--- src/acr_pkg.sv ---
`default_nettype none
package acr_pkg;
    localparam int ADDR_W = 12;
    localparam logic [9:0] IDX_MISC = 10'h077;
    localparam logic [9:0] IDX_RES_LO = 10'h078;
    localparam logic [9:0] IDX_RES_HI = 10'h079;
    localparam logic [9:0] IDX_CSA = 10'h07a;
    localparam logic [9:0] IDX_CSB = 10'h07b;
    localparam logic [9:0] IDX_SEL = 10'h07c;
    localparam int CSA_EN = 7;
    localparam int CSA_SC = 6;
    localparam int CSA_ATE = 5;
    localparam int CSA_IF = 4;
    localparam int CSA_IE = 3;
    localparam int SEL_LAR = 5;
    localparam int MISC_EXT = 2;
    localparam logic [7:0] RESET_BYTE = 8'h00;
    localparam logic [4:0] LEN_NORMAL = 5'h0d;
    localparam logic [4:0] LEN_EXT = 5'h19;
    localparam logic [2:0] DIV_MIN_CODE = 3'h2;
    localparam logic [2:0] TRIG_FREE = 3'h0;
    localparam logic [1:0] REF_AVCC = 2'h0;
    localparam logic [1:0] REF_PIN = 2'h1;
    localparam logic [1:0] REF_1V1 = 2'h2;
    localparam logic [1:0] REF_2V56 = 2'h3;
    localparam logic [2:0] SRC_PIN = 3'h0;
    localparam logic [2:0] SRC_TEMP = 3'h1;
    localparam logic [2:0] SRC_BANDGAP = 3'h2;
    localparam logic [2:0] SRC_QUARTER = 3'h3;
    localparam logic [2:0] SRC_GROUND = 3'h4;
    localparam logic [2:0] SRC_RSVD = 3'h5;
    localparam logic [2:0] SRC_DIFF = 3'h6;
    localparam logic [3:0] CH_LAST_PIN = 4'ha;
    localparam logic [3:0] CH_TEMP = 4'hb;
    localparam logic [3:0] CH_BANDGAP = 4'hc;
    localparam logic [3:0] CH_QUARTER = 4'hd;
    localparam logic [3:0] CH_GROUND = 4'he;
    localparam logic [2:0] DIFF_SKIP1 = 3'h3;
    localparam logic [2:0] DIFF_SKIP2 = 3'h6;
    localparam logic [1:0] RESP_OKAY = 2'h0;
    localparam logic [1:0] RESP_SLVERR = 2'h2;
    typedef enum logic [1:0] {
        ACR_IDLE = 2'b01,
        ACR_CONV = 2'b10
    } acr_state_t;
endpackage
`default_nettype wire

--- src/acr_control.sv ---
// Decided for this implementation: the AXI4-Lite register port.
`timescale 1ns/100ps
`default_nettype none
// How it works
// RULE_01: reference change mid-conversion waits until that conversion completes
// RULE_02: conversion after any reference change is extended to 25 ticks; code extends only after select bits 7:6 change, not the external enable
// RULE_03: reference from select bits plus external enable: supply, pin, 1.1V, 2.56V
// RULE_04: adjust bit one gives left adjusted data, zero right adjusted
// RULE_05: adjust bit changes the data presentation immediately
// RULE_06: channel select change mid-conversion waits until that conversion completes
// RULE_07: codes 0..10 single pins, then temp, bandgap, quarter supply, ground, reserved
// RULE_08: top bit set selects differential pairs, low bit gives 8x or 20x
// RULE_09: enable one powers on, zero powers off and aborts a conversion
// RULE_10: start write launches one conversion, or the first in free running
// RULE_11: first conversion after enabling takes 25 ticks, others 13
// RULE_12: start bit reads one while converting, writing zero does nothing
// RULE_13: auto-trigger starts a conversion on each rising edge of selected trigger
// RULE_14: done flag sets when conversion ends and result is stored
// RULE_15: interrupt request when flag, enable and global enable are set
// RULE_16: flag clears on vector execution or on writing one
// RULE_17: software read-modify-write of a set flag clears it
// RULE_18: converter tick divides system clock by 2,2,4,8..128
// RULE_19: after low byte read, result held until high byte read
// RULE_20: trigger code zero free running, others pick external trigger lines
// RULE_21: bit placement of the 10-bit result in high and low bytes
// RULE_22: free running restarts at each completion while enabled
// RULE_23: prescaler counts only while enabled, restarting from zero
module acr_control (
    input wire logic clk,
    input wire logic reset_n,
    input wire logic [11:0] s_axi_awaddr,
    input wire logic s_axi_awvalid,
    output logic s_axi_awready,
    input wire logic [31:0] s_axi_wdata,
    input wire logic [3:0] s_axi_wstrb,
    input wire logic s_axi_wvalid,
    output logic s_axi_wready,
    output logic [1:0] s_axi_bresp,
    output logic s_axi_bvalid,
    input wire logic s_axi_bready,
    input wire logic [11:0] s_axi_araddr,
    input wire logic s_axi_arvalid,
    output logic s_axi_arready,
    output logic [31:0] s_axi_rdata,
    output logic [1:0] s_axi_rresp,
    output logic s_axi_rvalid,
    input wire logic s_axi_rready,
    input wire logic [9:0] convResult,
    input wire logic [6:0] triggerIn,
    input wire logic globalIrqEnable,
    input wire logic irqVectorTaken,
    output logic converterTick,
    output logic conversionActive,
    output logic conversionStart,
    output logic extendedConversion,
    output logic [1:0] referenceKind,
    output logic [2:0] sourceKind,
    output logic [3:0] channelPos,
    output logic [3:0] channelNeg,
    output logic gainHigh,
    output logic conversionIrq
);
    acr_pkg::acr_state_t state;
    logic wrReady, rdReady, bValid, rValid;
    logic [1:0] bResp, rResp;
    logic [31:0] rData;
    logic [7:0] selReg;
    logic converterEnable, autoTrig, doneFlag, irqEnable, extRefEnable;
    logic [2:0] divSel, trigSrc;
    logic [7:0] appliedSel;
    logic appliedExt;
    logic [6:0] divCount;
    logic [4:0] convCount;
    logic convExt, firstPending, refChanged, trigPrev, resultLock;
    logic [9:0] resultValue;
    logic [9:0] widx, ridx;
    logic wrFire, rdFire, wrCsa, wrSel, disableWr, enableRise, swStart;
    logic trigSel, trigEdge, finish, startNow, extNow, busy;
    logic [7:0] wByte, divFull, rdByte;
    logic [6:0] divLimit;
    logic [4:0] convLen;
    logic rdMapped, wrMapped;

    assign s_axi_awready = wrReady;
    assign s_axi_wready = wrReady;
    assign s_axi_bvalid = bValid;
    assign s_axi_bresp = bResp;
    assign s_axi_arready = rdReady;
    assign s_axi_rvalid = rValid;
    assign s_axi_rresp = rResp;
    assign s_axi_rdata = rData;
    // one-hot state bit, so this is a flop
    assign conversionActive = state[1];
    assign busy = state[1];

    assign widx = s_axi_awaddr[acr_pkg::ADDR_W-1:2];
    assign ridx = s_axi_araddr[acr_pkg::ADDR_W-1:2];
    assign wByte = s_axi_wdata[7:0];
    assign wrFire = wrReady & s_axi_awvalid & s_axi_wvalid;
    assign rdFire = rdReady & s_axi_arvalid;
    // data sits in lane 0 only; other lanes ignored
    assign wrCsa = wrFire & s_axi_wstrb[0] & (widx == acr_pkg::IDX_CSA);
    assign wrSel = wrFire & s_axi_wstrb[0] & (widx == acr_pkg::IDX_SEL);
    assign disableWr = wrCsa & ~wByte[acr_pkg::CSA_EN];
    assign enableRise = wrCsa & wByte[acr_pkg::CSA_EN] & ~converterEnable;
    assign swStart = wrCsa & wByte[acr_pkg::CSA_EN] & wByte[acr_pkg::CSA_SC]; // RULE_10 RULE_12
    assign wrMapped = (widx >= acr_pkg::IDX_MISC) && (widx <= acr_pkg::IDX_SEL);
    assign rdMapped = (ridx >= acr_pkg::IDX_MISC) && (ridx <= acr_pkg::IDX_SEL);

    // bus write: both channels taken in the same cycle
    always_ff @(posedge clk)
    begin
        if (!reset_n)
        begin
            wrReady <= 1'b0;
            bValid <= 1'b0;
            bResp <= acr_pkg::RESP_OKAY;
        end
        else
        begin
            wrReady <= ~wrReady & s_axi_awvalid & s_axi_wvalid & ~bValid;
            if (wrFire)
            begin
                bValid <= 1'b1;
                bResp <= wrMapped ? acr_pkg::RESP_OKAY : acr_pkg::RESP_SLVERR;
            end
            else if (s_axi_bready)
                bValid <= 1'b0;
        end
    end

    // register read bytes; adjust applied at read time so it acts at once
    always_comb
    begin
        rdByte = acr_pkg::RESET_BYTE;
        unique case (ridx)
            acr_pkg::IDX_SEL: rdByte = selReg;
            acr_pkg::IDX_CSA: rdByte = {converterEnable, busy, autoTrig, doneFlag, irqEnable, divSel}; // RULE_12
            acr_pkg::IDX_CSB: rdByte = {5'h00, trigSrc};
            acr_pkg::IDX_MISC: rdByte = {5'h00, extRefEnable, 2'h0};
            acr_pkg::IDX_RES_LO: rdByte = selReg[acr_pkg::SEL_LAR] ? {resultValue[1:0], 6'h00}
                : resultValue[7:0]; // RULE_04 RULE_05 RULE_21
            acr_pkg::IDX_RES_HI: rdByte = selReg[acr_pkg::SEL_LAR] ? resultValue[9:2]
                : {6'h00, resultValue[9:8]}; // RULE_04 RULE_05 RULE_21
            default: rdByte = acr_pkg::RESET_BYTE;
        endcase
    end

    always_ff @(posedge clk)
    begin
        if (!reset_n)
        begin
            rdReady <= 1'b0;
            rValid <= 1'b0;
            rResp <= acr_pkg::RESP_OKAY;
            rData <= 32'h00000000;
        end
        else
        begin
            rdReady <= ~rdReady & s_axi_arvalid & ~rValid;
            if (rdFire)
            begin
                rValid <= 1'b1;
                rResp <= rdMapped ? acr_pkg::RESP_OKAY : acr_pkg::RESP_SLVERR;
                rData <= {24'h000000, rdByte};
            end
            else if (s_axi_rready)
                rValid <= 1'b0;
        end
    end

    // software-written control
    always_ff @(posedge clk)
    begin
        if (!reset_n)
        begin
            selReg <= acr_pkg::RESET_BYTE;
            converterEnable <= 1'b0;
            autoTrig <= 1'b0;
            irqEnable <= 1'b0;
            divSel <= 3'h0;
            trigSrc <= acr_pkg::TRIG_FREE;
            extRefEnable <= 1'b0;
        end
        else
        begin
            if (wrSel)
                selReg <= wByte;
            if (wrCsa)
            begin
                converterEnable <= wByte[acr_pkg::CSA_EN]; // RULE_09
                autoTrig <= wByte[acr_pkg::CSA_ATE];
                irqEnable <= wByte[acr_pkg::CSA_IE];
                divSel <= wByte[2:0];
            end
            if (wrFire && s_axi_wstrb[0] && widx == acr_pkg::IDX_CSB)
                trigSrc <= wByte[2:0];
            if (wrFire && s_axi_wstrb[0] && widx == acr_pkg::IDX_MISC)
                extRefEnable <= wByte[acr_pkg::MISC_EXT];
        end
    end

    // prescaler; held at zero while off so enabling restarts it
    assign divFull = 8'h01 << divSel;
    assign divLimit = (divSel < acr_pkg::DIV_MIN_CODE) ? 7'h01 : 7'(divFull - 8'h01); // RULE_18
    always_ff @(posedge clk)
    begin
        if (!reset_n || !converterEnable)
        begin
            divCount <= 7'h00; // RULE_23
            converterTick <= 1'b0;
        end
        else
        begin
            converterTick <= (divCount == divLimit); // RULE_18
            divCount <= (divCount == divLimit) ? 7'h00 : 7'(divCount + 7'h01);
        end
    end

    // triggers; switching sources can itself make an edge
    assign trigSel = (trigSrc == acr_pkg::TRIG_FREE) ? 1'b0 : triggerIn[trigSrc - 3'h1]; // RULE_20
    assign trigEdge = trigSel & ~trigPrev;
    assign convLen = convExt ? acr_pkg::LEN_EXT : acr_pkg::LEN_NORMAL;
    assign finish = busy & converterTick & (convCount == 5'(convLen - 5'h01)) & ~disableWr;
    assign extNow = firstPending | refChanged | enableRise; // RULE_02 RULE_11
    // a start while converting is dropped, not queued
    assign startNow = (~busy | finish) & ~disableWr
        & (swStart // RULE_10
        | (converterEnable & autoTrig & trigEdge) // RULE_13
        | (converterEnable & finish & autoTrig & trigSrc == acr_pkg::TRIG_FREE)); // RULE_22

    always_ff @(posedge clk)
    begin
        if (!reset_n)
            trigPrev <= 1'b0;
        else
            trigPrev <= trigSel;
    end

    always_ff @(posedge clk)
    begin
        if (!reset_n)
        begin
            state <= acr_pkg::ACR_IDLE;
            convCount <= 5'h00;
            convExt <= 1'b0;
            conversionStart <= 1'b0;
        end
        else
        begin
            conversionStart <= startNow;
            unique case (state)
                acr_pkg::ACR_IDLE:
                    if (startNow)
                    begin
                        state <= acr_pkg::ACR_CONV;
                        convCount <= 5'h00;
                        convExt <= extNow; // RULE_11
                    end
                acr_pkg::ACR_CONV:
                    if (disableWr)
                        state <= acr_pkg::ACR_IDLE; // RULE_09
                    else if (startNow)
                    begin
                        convCount <= 5'h00;
                        convExt <= extNow;
                    end
                    else if (finish)
                        state <= acr_pkg::ACR_IDLE;
                    else if (converterTick)
                        convCount <= 5'(convCount + 5'h01);
                default:
                    state <= acr_pkg::ACR_IDLE;
            endcase
        end
    end

    always_ff @(posedge clk)
    begin
        if (!reset_n)
        begin
            firstPending <= 1'b0;
            refChanged <= 1'b0;
        end
        else
        begin
            if (startNow)
                firstPending <= 1'b0;
            else if (enableRise)
                firstPending <= 1'b1; // RULE_11
            // a change in the start cycle still counts for the next one
            if (wrSel && wByte[7:6] != selReg[7:6])
                refChanged <= 1'b1; // RULE_02
            else if (startNow)
                refChanged <= 1'b0;
        end
    end

    // selection follows the register only between conversions
    always_ff @(posedge clk)
    begin
        if (!reset_n)
        begin
            appliedSel <= acr_pkg::RESET_BYTE;
            appliedExt <= 1'b0;
        end
        else if (!busy || finish)
        begin
            appliedSel <= selReg; // RULE_01 RULE_06
            appliedExt <= extRefEnable;
        end
    end

    always_ff @(posedge clk)
    begin
        if (!reset_n)
        begin
            referenceKind <= acr_pkg::REF_AVCC;
            sourceKind <= acr_pkg::SRC_PIN;
            channelPos <= 4'h0;
            channelNeg <= 4'h0;
            gainHigh <= 1'b0;
            extendedConversion <= 1'b0;
        end
        else
        begin
            extendedConversion <= convExt;
            if (appliedExt)
                referenceKind <= acr_pkg::REF_PIN; // RULE_03
            else if (!appliedSel[6])
                referenceKind <= acr_pkg::REF_AVCC;
            else
                referenceKind <= appliedSel[7] ? acr_pkg::REF_2V56 : acr_pkg::REF_1V1;
            gainHigh <= appliedSel[4] & appliedSel[0]; // RULE_08
            if (appliedSel[4])
            begin
                sourceKind <= acr_pkg::SRC_DIFF;
                channelPos <= 4'({1'b0, appliedSel[3:1]} + (appliedSel[3:1] >= acr_pkg::DIFF_SKIP1)
                    + (appliedSel[3:1] >= acr_pkg::DIFF_SKIP2)); // RULE_08
                channelNeg <= 4'({1'b0, appliedSel[3:1]} + (appliedSel[3:1] >= acr_pkg::DIFF_SKIP1)
                    + (appliedSel[3:1] >= acr_pkg::DIFF_SKIP2) + 4'h1);
            end
            else
            begin
                channelPos <= appliedSel[3:0];
                channelNeg <= 4'h0;
                unique case (appliedSel[3:0]) // RULE_07
                    acr_pkg::CH_TEMP: sourceKind <= acr_pkg::SRC_TEMP;
                    acr_pkg::CH_BANDGAP: sourceKind <= acr_pkg::SRC_BANDGAP;
                    acr_pkg::CH_QUARTER: sourceKind <= acr_pkg::SRC_QUARTER;
                    acr_pkg::CH_GROUND: sourceKind <= acr_pkg::SRC_GROUND;
                    default: sourceKind <= (appliedSel[3:0] <= acr_pkg::CH_LAST_PIN) ? acr_pkg::SRC_PIN
                        : acr_pkg::SRC_RSVD;
                endcase
            end
        end
    end

    // result, its read lock, the done flag and the request
    always_ff @(posedge clk)
    begin
        if (!reset_n)
        begin
            resultValue <= 10'h000;
            resultLock <= 1'b0;
            doneFlag <= 1'b0;
            conversionIrq <= 1'b0;
        end
        else
        begin
            // a result finishing while locked is lost, as the pair must match
            if (finish && !resultLock)
                resultValue <= convResult; // RULE_19
            if (rdFire && ridx == acr_pkg::IDX_RES_LO)
                resultLock <= 1'b1; // RULE_19
            else if (rdFire && ridx == acr_pkg::IDX_RES_HI)
                resultLock <= 1'b0;
            if (finish)
                doneFlag <= 1'b1; // RULE_14
            else if ((wrCsa && wByte[acr_pkg::CSA_IF]) || irqVectorTaken)
                doneFlag <= 1'b0; // RULE_16
            conversionIrq <= doneFlag & irqEnable & globalIrqEnable; // RULE_15
        end
    end
endmodule
`default_nettype wire

--- config.mk ---
export PLATFORM = sky130hd
export DESIGN_NAME = acr_control
export DESIGN_NICKNAME = d
export VERILOG_FILES = /design/src/acr_pkg.sv /design/src/acr_control.sv
export SDC_FILE = /design/constraint.sdc
export NUM_CORES = 1
export LEC_CHECK = 0
export ABC_AREA = 1
export BUFFER_PORTS_ARGS = -buffer_cell sky130_fd_sc_hd__buf_2
export CAP_MARGIN = 20
export CORE_MARGIN = 4
export CORE_UTILIZATION = 45
export CTS_CLUSTER_DIAMETER = 60
export DETAILED_ROUTE_END_ITERATION = 8
export PLACE_DENSITY = 0.75
export SLEW_MARGIN = 20
export SYNTH_ARGS = -nofsm -noshare
export SYNTH_HDL_FRONTEND = slang
export SYNTH_SLANG_ARGS = --single-unit
--- constraint.sdc ---
create_clock -name clk -period 1.7 [get_ports clk]
set_input_delay 0.085 -clock clk [delete_from_list [all_inputs] [get_ports clk]]
set_output_delay 0.085 -clock clk [all_outputs]
set_load 0.1 [all_outputs]
# == Yosys cells after proc, flatten, opt, wreduce, memory -nomap -nowiden ==
# Cells that the tools add are included.
# totals
reg_bits,91
output_inout_bits,60
# classes
add_sub_neg,8
magnitude_cmp,9
eq_ne,25
n_shift,1
muxes,41
bitwise_logic,45
n_reduce_logical,32
# op_table
operator,n
$eq 10x7->1 const B,10
$pmux 8 s6,1
$mux 5,6
$and 1x1->1,29
$ge 10x7->1 const B,2
$le 10x7->1 const B,2
$mux 1,17
$eq 4x4->1 const B,4
$mux 8,2
$mux 2,6
$ne 3x3->1 const B,4
$pmux 3 s4,1
$reduce_bool 2->1,6
$not 1->1,11
$logic_and 1x1->1,10
$pmux 5 s2,1
$add 7x1->7 const B,1
$eq 7x7->1,1
$mux 7,1
$shl 1x3->7 const A,1
$sub 7x1->7 const B,1
$mux 3,2
$reduce_or 2->1,3
$add 5x1->5 const B,1
other kinds (27),38

# == Logic depth before layout (Yosys ltp) ==
# logic_depth
word_depth,15
ltp_mapped,16

# == Worst setup path after synthesis ==
# OpenSTA, ideal clock, no wires.
# synth_path
path_type,register to register
start,"reg wrReady, in the netlist s_axi_awready"
end,reg convCount[1]
setup_ns,0.114
arrival_time_ns,2.179
required_time_ns,1.586
path_slack_ns,-0.593
stages_incl_launch_ff,14
n_path_buf,0
cell_sequence,dfxtp_1 nand3_2 nor2_2 nand4_1 nand3_1 nand2_1 nand2_2 nand2_4 nand2_4 nand3_4 nand2_4 nand2_1 nand2_1 nor2_2
# synth_via
elab_chain_len,15
elab_cells_between_ends,25
cone_classes,eq/ne: 4; mux: 3; bitwise: 17; reduce/logical: 1
# synth_rtl
item,line,text
start: declaration,acr_control.sv:64,"logic wrReady, rdReady, bValid, rValid;"
start signal: assignment,acr_control.sv:121,wrReady <= ~wrReady & s_axi_awvalid & s_axi_wvalid & ~bValid;
$and 1x1->1 (*) (2 in a row),acr_control.sv:99,assign wrFire = wrReady & s_axi_awvalid & s_axi_wvalid;
$and 1x1->1 (*) (2 in a row),acr_control.sv:102,assign wrCsa = wrFire & s_axi_wstrb[0] & (widx == acr_pkg::IDX_CSA);
$and 1x1->1,acr_control.sv:104,assign disableWr = wrCsa & ~wByte[acr_pkg::CSA_EN];
$not 1->1,"acr_control.sv:224, acr_control.sv:227",
$and 1x1->1,acr_control.sv:224,assign finish = busy & converterTick & (convCount == 5'(convLen - 5'h01)) & ~disableWr;
$and 1x1->1 (3 in a row),acr_control.sv:230,| (converterEnable & finish & autoTrig & trigSrc == acr_pkg::TRIG_FREE));
$or 1x1->1,acr_control.sv:230,
$and 1x1->1,acr_control.sv:228,& (swStart
$mux 5,acr_control.sv:263,else if (startNow)
$mux 5,acr_control.sv:261,if (disableWr)
$pmux 5 s2,acr_control.sv:252,unique case (state)
end signal: assignment,acr_control.sv:271,convCount <= 5'(convCount + 5'h01);
end: declaration,acr_control.sv:73,logic [4:0] convCount;
# Every way passes the cells marked *; elsewhere a longest branch is shown, timed or not. The select of a mux whose other input is x is not followed.
# A chain may end at the register's enable or synchronous reset.

# == Final worst setup path ==
# layout_path
start,reg convCount[1]
end,reg convCount[1]
# layout_via
elab_chain_len,11
elab_cells_between_ends,20
cone_classes,add/sub: 1; eq/ne: 4; mux: 5; bitwise: 9; reduce/logical: 1
# layout_rtl
item,line
$eq 5x5->1,acr_control.sv:224
$and 1x1->1 (2 in a row),acr_control.sv:224
$and 1x1->1 (3 in a row),acr_control.sv:230
$or 1x1->1,acr_control.sv:230
$and 1x1->1,acr_control.sv:228
$mux 5,acr_control.sv:263
$mux 5,acr_control.sv:261
$pmux 5 s2,acr_control.sv:252
# Several ways; a longest one is shown, not always the timed one. The select of a mux whose other input is x is not followed.

==> impl_metrics.yaml <==
cts:
  h-tree-depth: 3
  clk_latency_ns: 0.37
  path_clk_slew_ns: 0.10
  cts_tree: "built"
  cts_buffers: 9
  clock_path_buffers: 2
  cts-root-buf: "clkbuf_8"
  cts_num_sinks: 88
finish:
  final_core_util_pct: 64.63
  area_growth_pct: 38.49
  fillers: 786
  final_cells: 874
  register_area_um2: 1785
  final_cell_area_um2: 6028
  drive_above_1_share_pct: 35.84
  multi_input_area_um2: 2439
  num_antenna_cells: 0
  nets: 835
global_route:
  track_usage_pct: 19.76
  grt_first_pass_wirelength_mm: 18.20
  antenna_found_initial: 0
  grt_max_degree: 35
  grt_pass1_vias: 4056
  grt_overflow: 0
synthesis:
  ys_seq_area_share_pct: 40.47
  ys.flop_type: "dfxtp_1"
  synth.avg_cell_area_um2: 7.428
  synth_edf_count: 0
  synth_seq_cells: 88
  synthArstFlopShare_pct: 0
  synth_area_leaders: "dfxtp_1 40%, a21oi_1 7.2%, inv_1 7.2%"
  yosysTopAreaCell: "dfxtp_1"
  yosys.area.top_type_share_pct: 40.47
  syn_area_um2: 4353
  yosys_warnings: 0
  syn-instance-count: 586
  synth_common_cells: "88 x dfxtp_1, 84 x inv_1, 69 x nand2_1"
  yosysMostFrequentCell: "dfxtp_1"
  ys_types: 47
floorplanning:
  core_um2: 9328
  die_area_um2: 11310
  ioPinCount: 146
  num_rows: 35
  initial_core_util_pct: 46.67
  dieHeight_um: 106.4
  die_w_um: 106.4
timing:
  fin_ws_ns: -0.2976
  setup_viol: 26
  finalHoldViolations: 0
  hold_ws_ns: 0.009262
  rsz0062_at_grt: "yes"
  fmax_mhz: 500.6
  min_period_ns: 1.998
  worst_pin_slew_ns: 0.4910
  max_slew_margin_pct: 66.97
  min_period_over_period_pct: 117.5
  drv_slew: 0
  clock_skew_ns: 0.01190
  tns_ns: -3.706
place:
  dp_hpwl_mm: 8.456
  dpl-instance-area_um2: 5150
  port_buffers: 88
  dp.cells: 825
  detailedPlace.worstSlack_ns: -0.1731
  place_congestion: 0.9277
setup_path:
  start_kind: "flop"
  reg2reg_depth: 15
  worstPathMaxFanout: 6
  cp.arrival_ns: 2.30
  crit_type: "flop to flop"
  end_kind: "flop"
  reg2reg_setup_slack_ns: -0.30
  required_ns: 2.01
power_and_ir_drop:
  power.density_nw_per_um2: 699.2
  p_sw_mw: 1.294
  p_leak_nw: 2.572
  combinationalPowerShare_pct: 14.6
  fin_total_pwr_mw: 4.215
  pwr-share-seq_pct: 49.1
  clock_power_share_pct: 36.3
  p_sw_share_pct: 30.71
  ir_drop_v: 0.0004999
  internal-power_mw: 2.920
drt:
  wire_per_inst_um: 14.17
  vias: 4474
  viasPerCell: 5.119
  drc: 0
  first_iter_violations: 204
  drt_pass1_iterations: 5
  drt-total-wl_mm: 12.38
  postRouteAntennaNets: 0
status:
  violations: "setup timing"
  outcome: "finished with violations"
flow_run:
  cap_violations: 0
min_path:
  hp-class: "input pin to flop"
  min_path_cells: 3
-- flip-flops by register name (all words and copies together), names as in the netlist, 3 cells and up --
register / count
resultValue: 10
s_axi_rdata: 8
selReg: 8
appliedSel: 7
divCount: 7
convCount: 5
channelNeg: 4
channelPos: 4
divSel: 3
sourceKind: 3
trigSrc: 3
-- cell families (layout without fill, tap and decap cells) --
logic type | after synthesis | in the layout | synth area share [%]
AO/OA/AOI/OAI | 151 | 151 | 19.09
XOR/XNOR | 9 | 9 | 1.811
adder cells (fa/ha/maj) | 9 | 9 | 2.760
buffers and inverters | 132 | 266 | 13.97
flip-flops | 88 | 88 | 40.47
other | 1 | 26 | 0.08615
AND/OR/NAND/NOR | 196 | 196 | 21.82
-- layer usage --
layer	global-route usage [%]	vias to the layer above	wire (µm)
met5	0	-	0
met4	8.326	0	310
met3	3.825	32	770
met2	33.26	169	6293
met1	24.65	2083	5009
li1	-	2190	-
-- layout by cell type, fill, tap and decap left out, types with 20 or more instances in the layout --
master / Yosys / routed
buf_2: 6 / 88
buf_4: 28 / 43
conb_1: 1 / 26
nand3_1: 26 / 21
nor2_1: 53 / 48
o21ai_0: 47 / 38
inv_1: 84 / 74
nand2_1: 69 / 56
a21oi_1: 63 / 50
dlygate4sd3_1: 0 / 20
dfxtp_1: 88 / 77
-- power by group through the flow --
stage	Clock (mW)	Combinational (mW)	Sequential [mW]
2_1_floorplan	0	0.400	2.20
3_3_place_gp	0	0.544	2.12
3_5_place_dp	0	0.552	2.12
4_1_cts	1.52	0.587	2.07
5_1_grt	1.63	0.645	2.07
6_report	1.53	0.615	2.07
-- worst max-delay path, cell delays in order (launching register included) --
cell and delay, ns:
dfxtp_2 0.34, inv_2 0.08, ha_4 0.12, nand4_1 0.08, nor3b_2 0.25, buf_4 0.17
nand3_2 0.08, nand2_2 0.09, nand2_2 0.07, nand2_4 0.11, nand3_4 0.08, nand2_4 0.13
nand2_4 0.10, nand2_2 0.08, nand2_2 0.05, nor2_2 0.10
-- repair_timing --
item / 4_1_cts / 5_1_grt
pin swaps: 8 / 26
setup buffers: 4 / 10
cloned: 0 / 1
hold buffers: 19 / 1
endpoints found under the setup margin: 31 / 39
endpoints found under the hold margin: 18 / 1
gates resized for setup: 21 / 82
-- layout make-up --
type                       count  share of cell area (%)
inverter                      90                   5.770
tap                          129                   2.677
clock inverter                 6                   1.100
sequential                    88                   29.62
timing repair buffer         160                   18.10
clock buffer                  10                   2.283
multi-input combinational    391                   40.45
-- final timing paths --
kind,from,end
max reg2reg,convCount[1],convCount[1]
min reg2reg,appliedExt,referenceKind[1]
max,convCount[1],convCount[1]
min,convResult[9],resultValue[9]
Note: power is estimated with default switching activity, not from simulation.
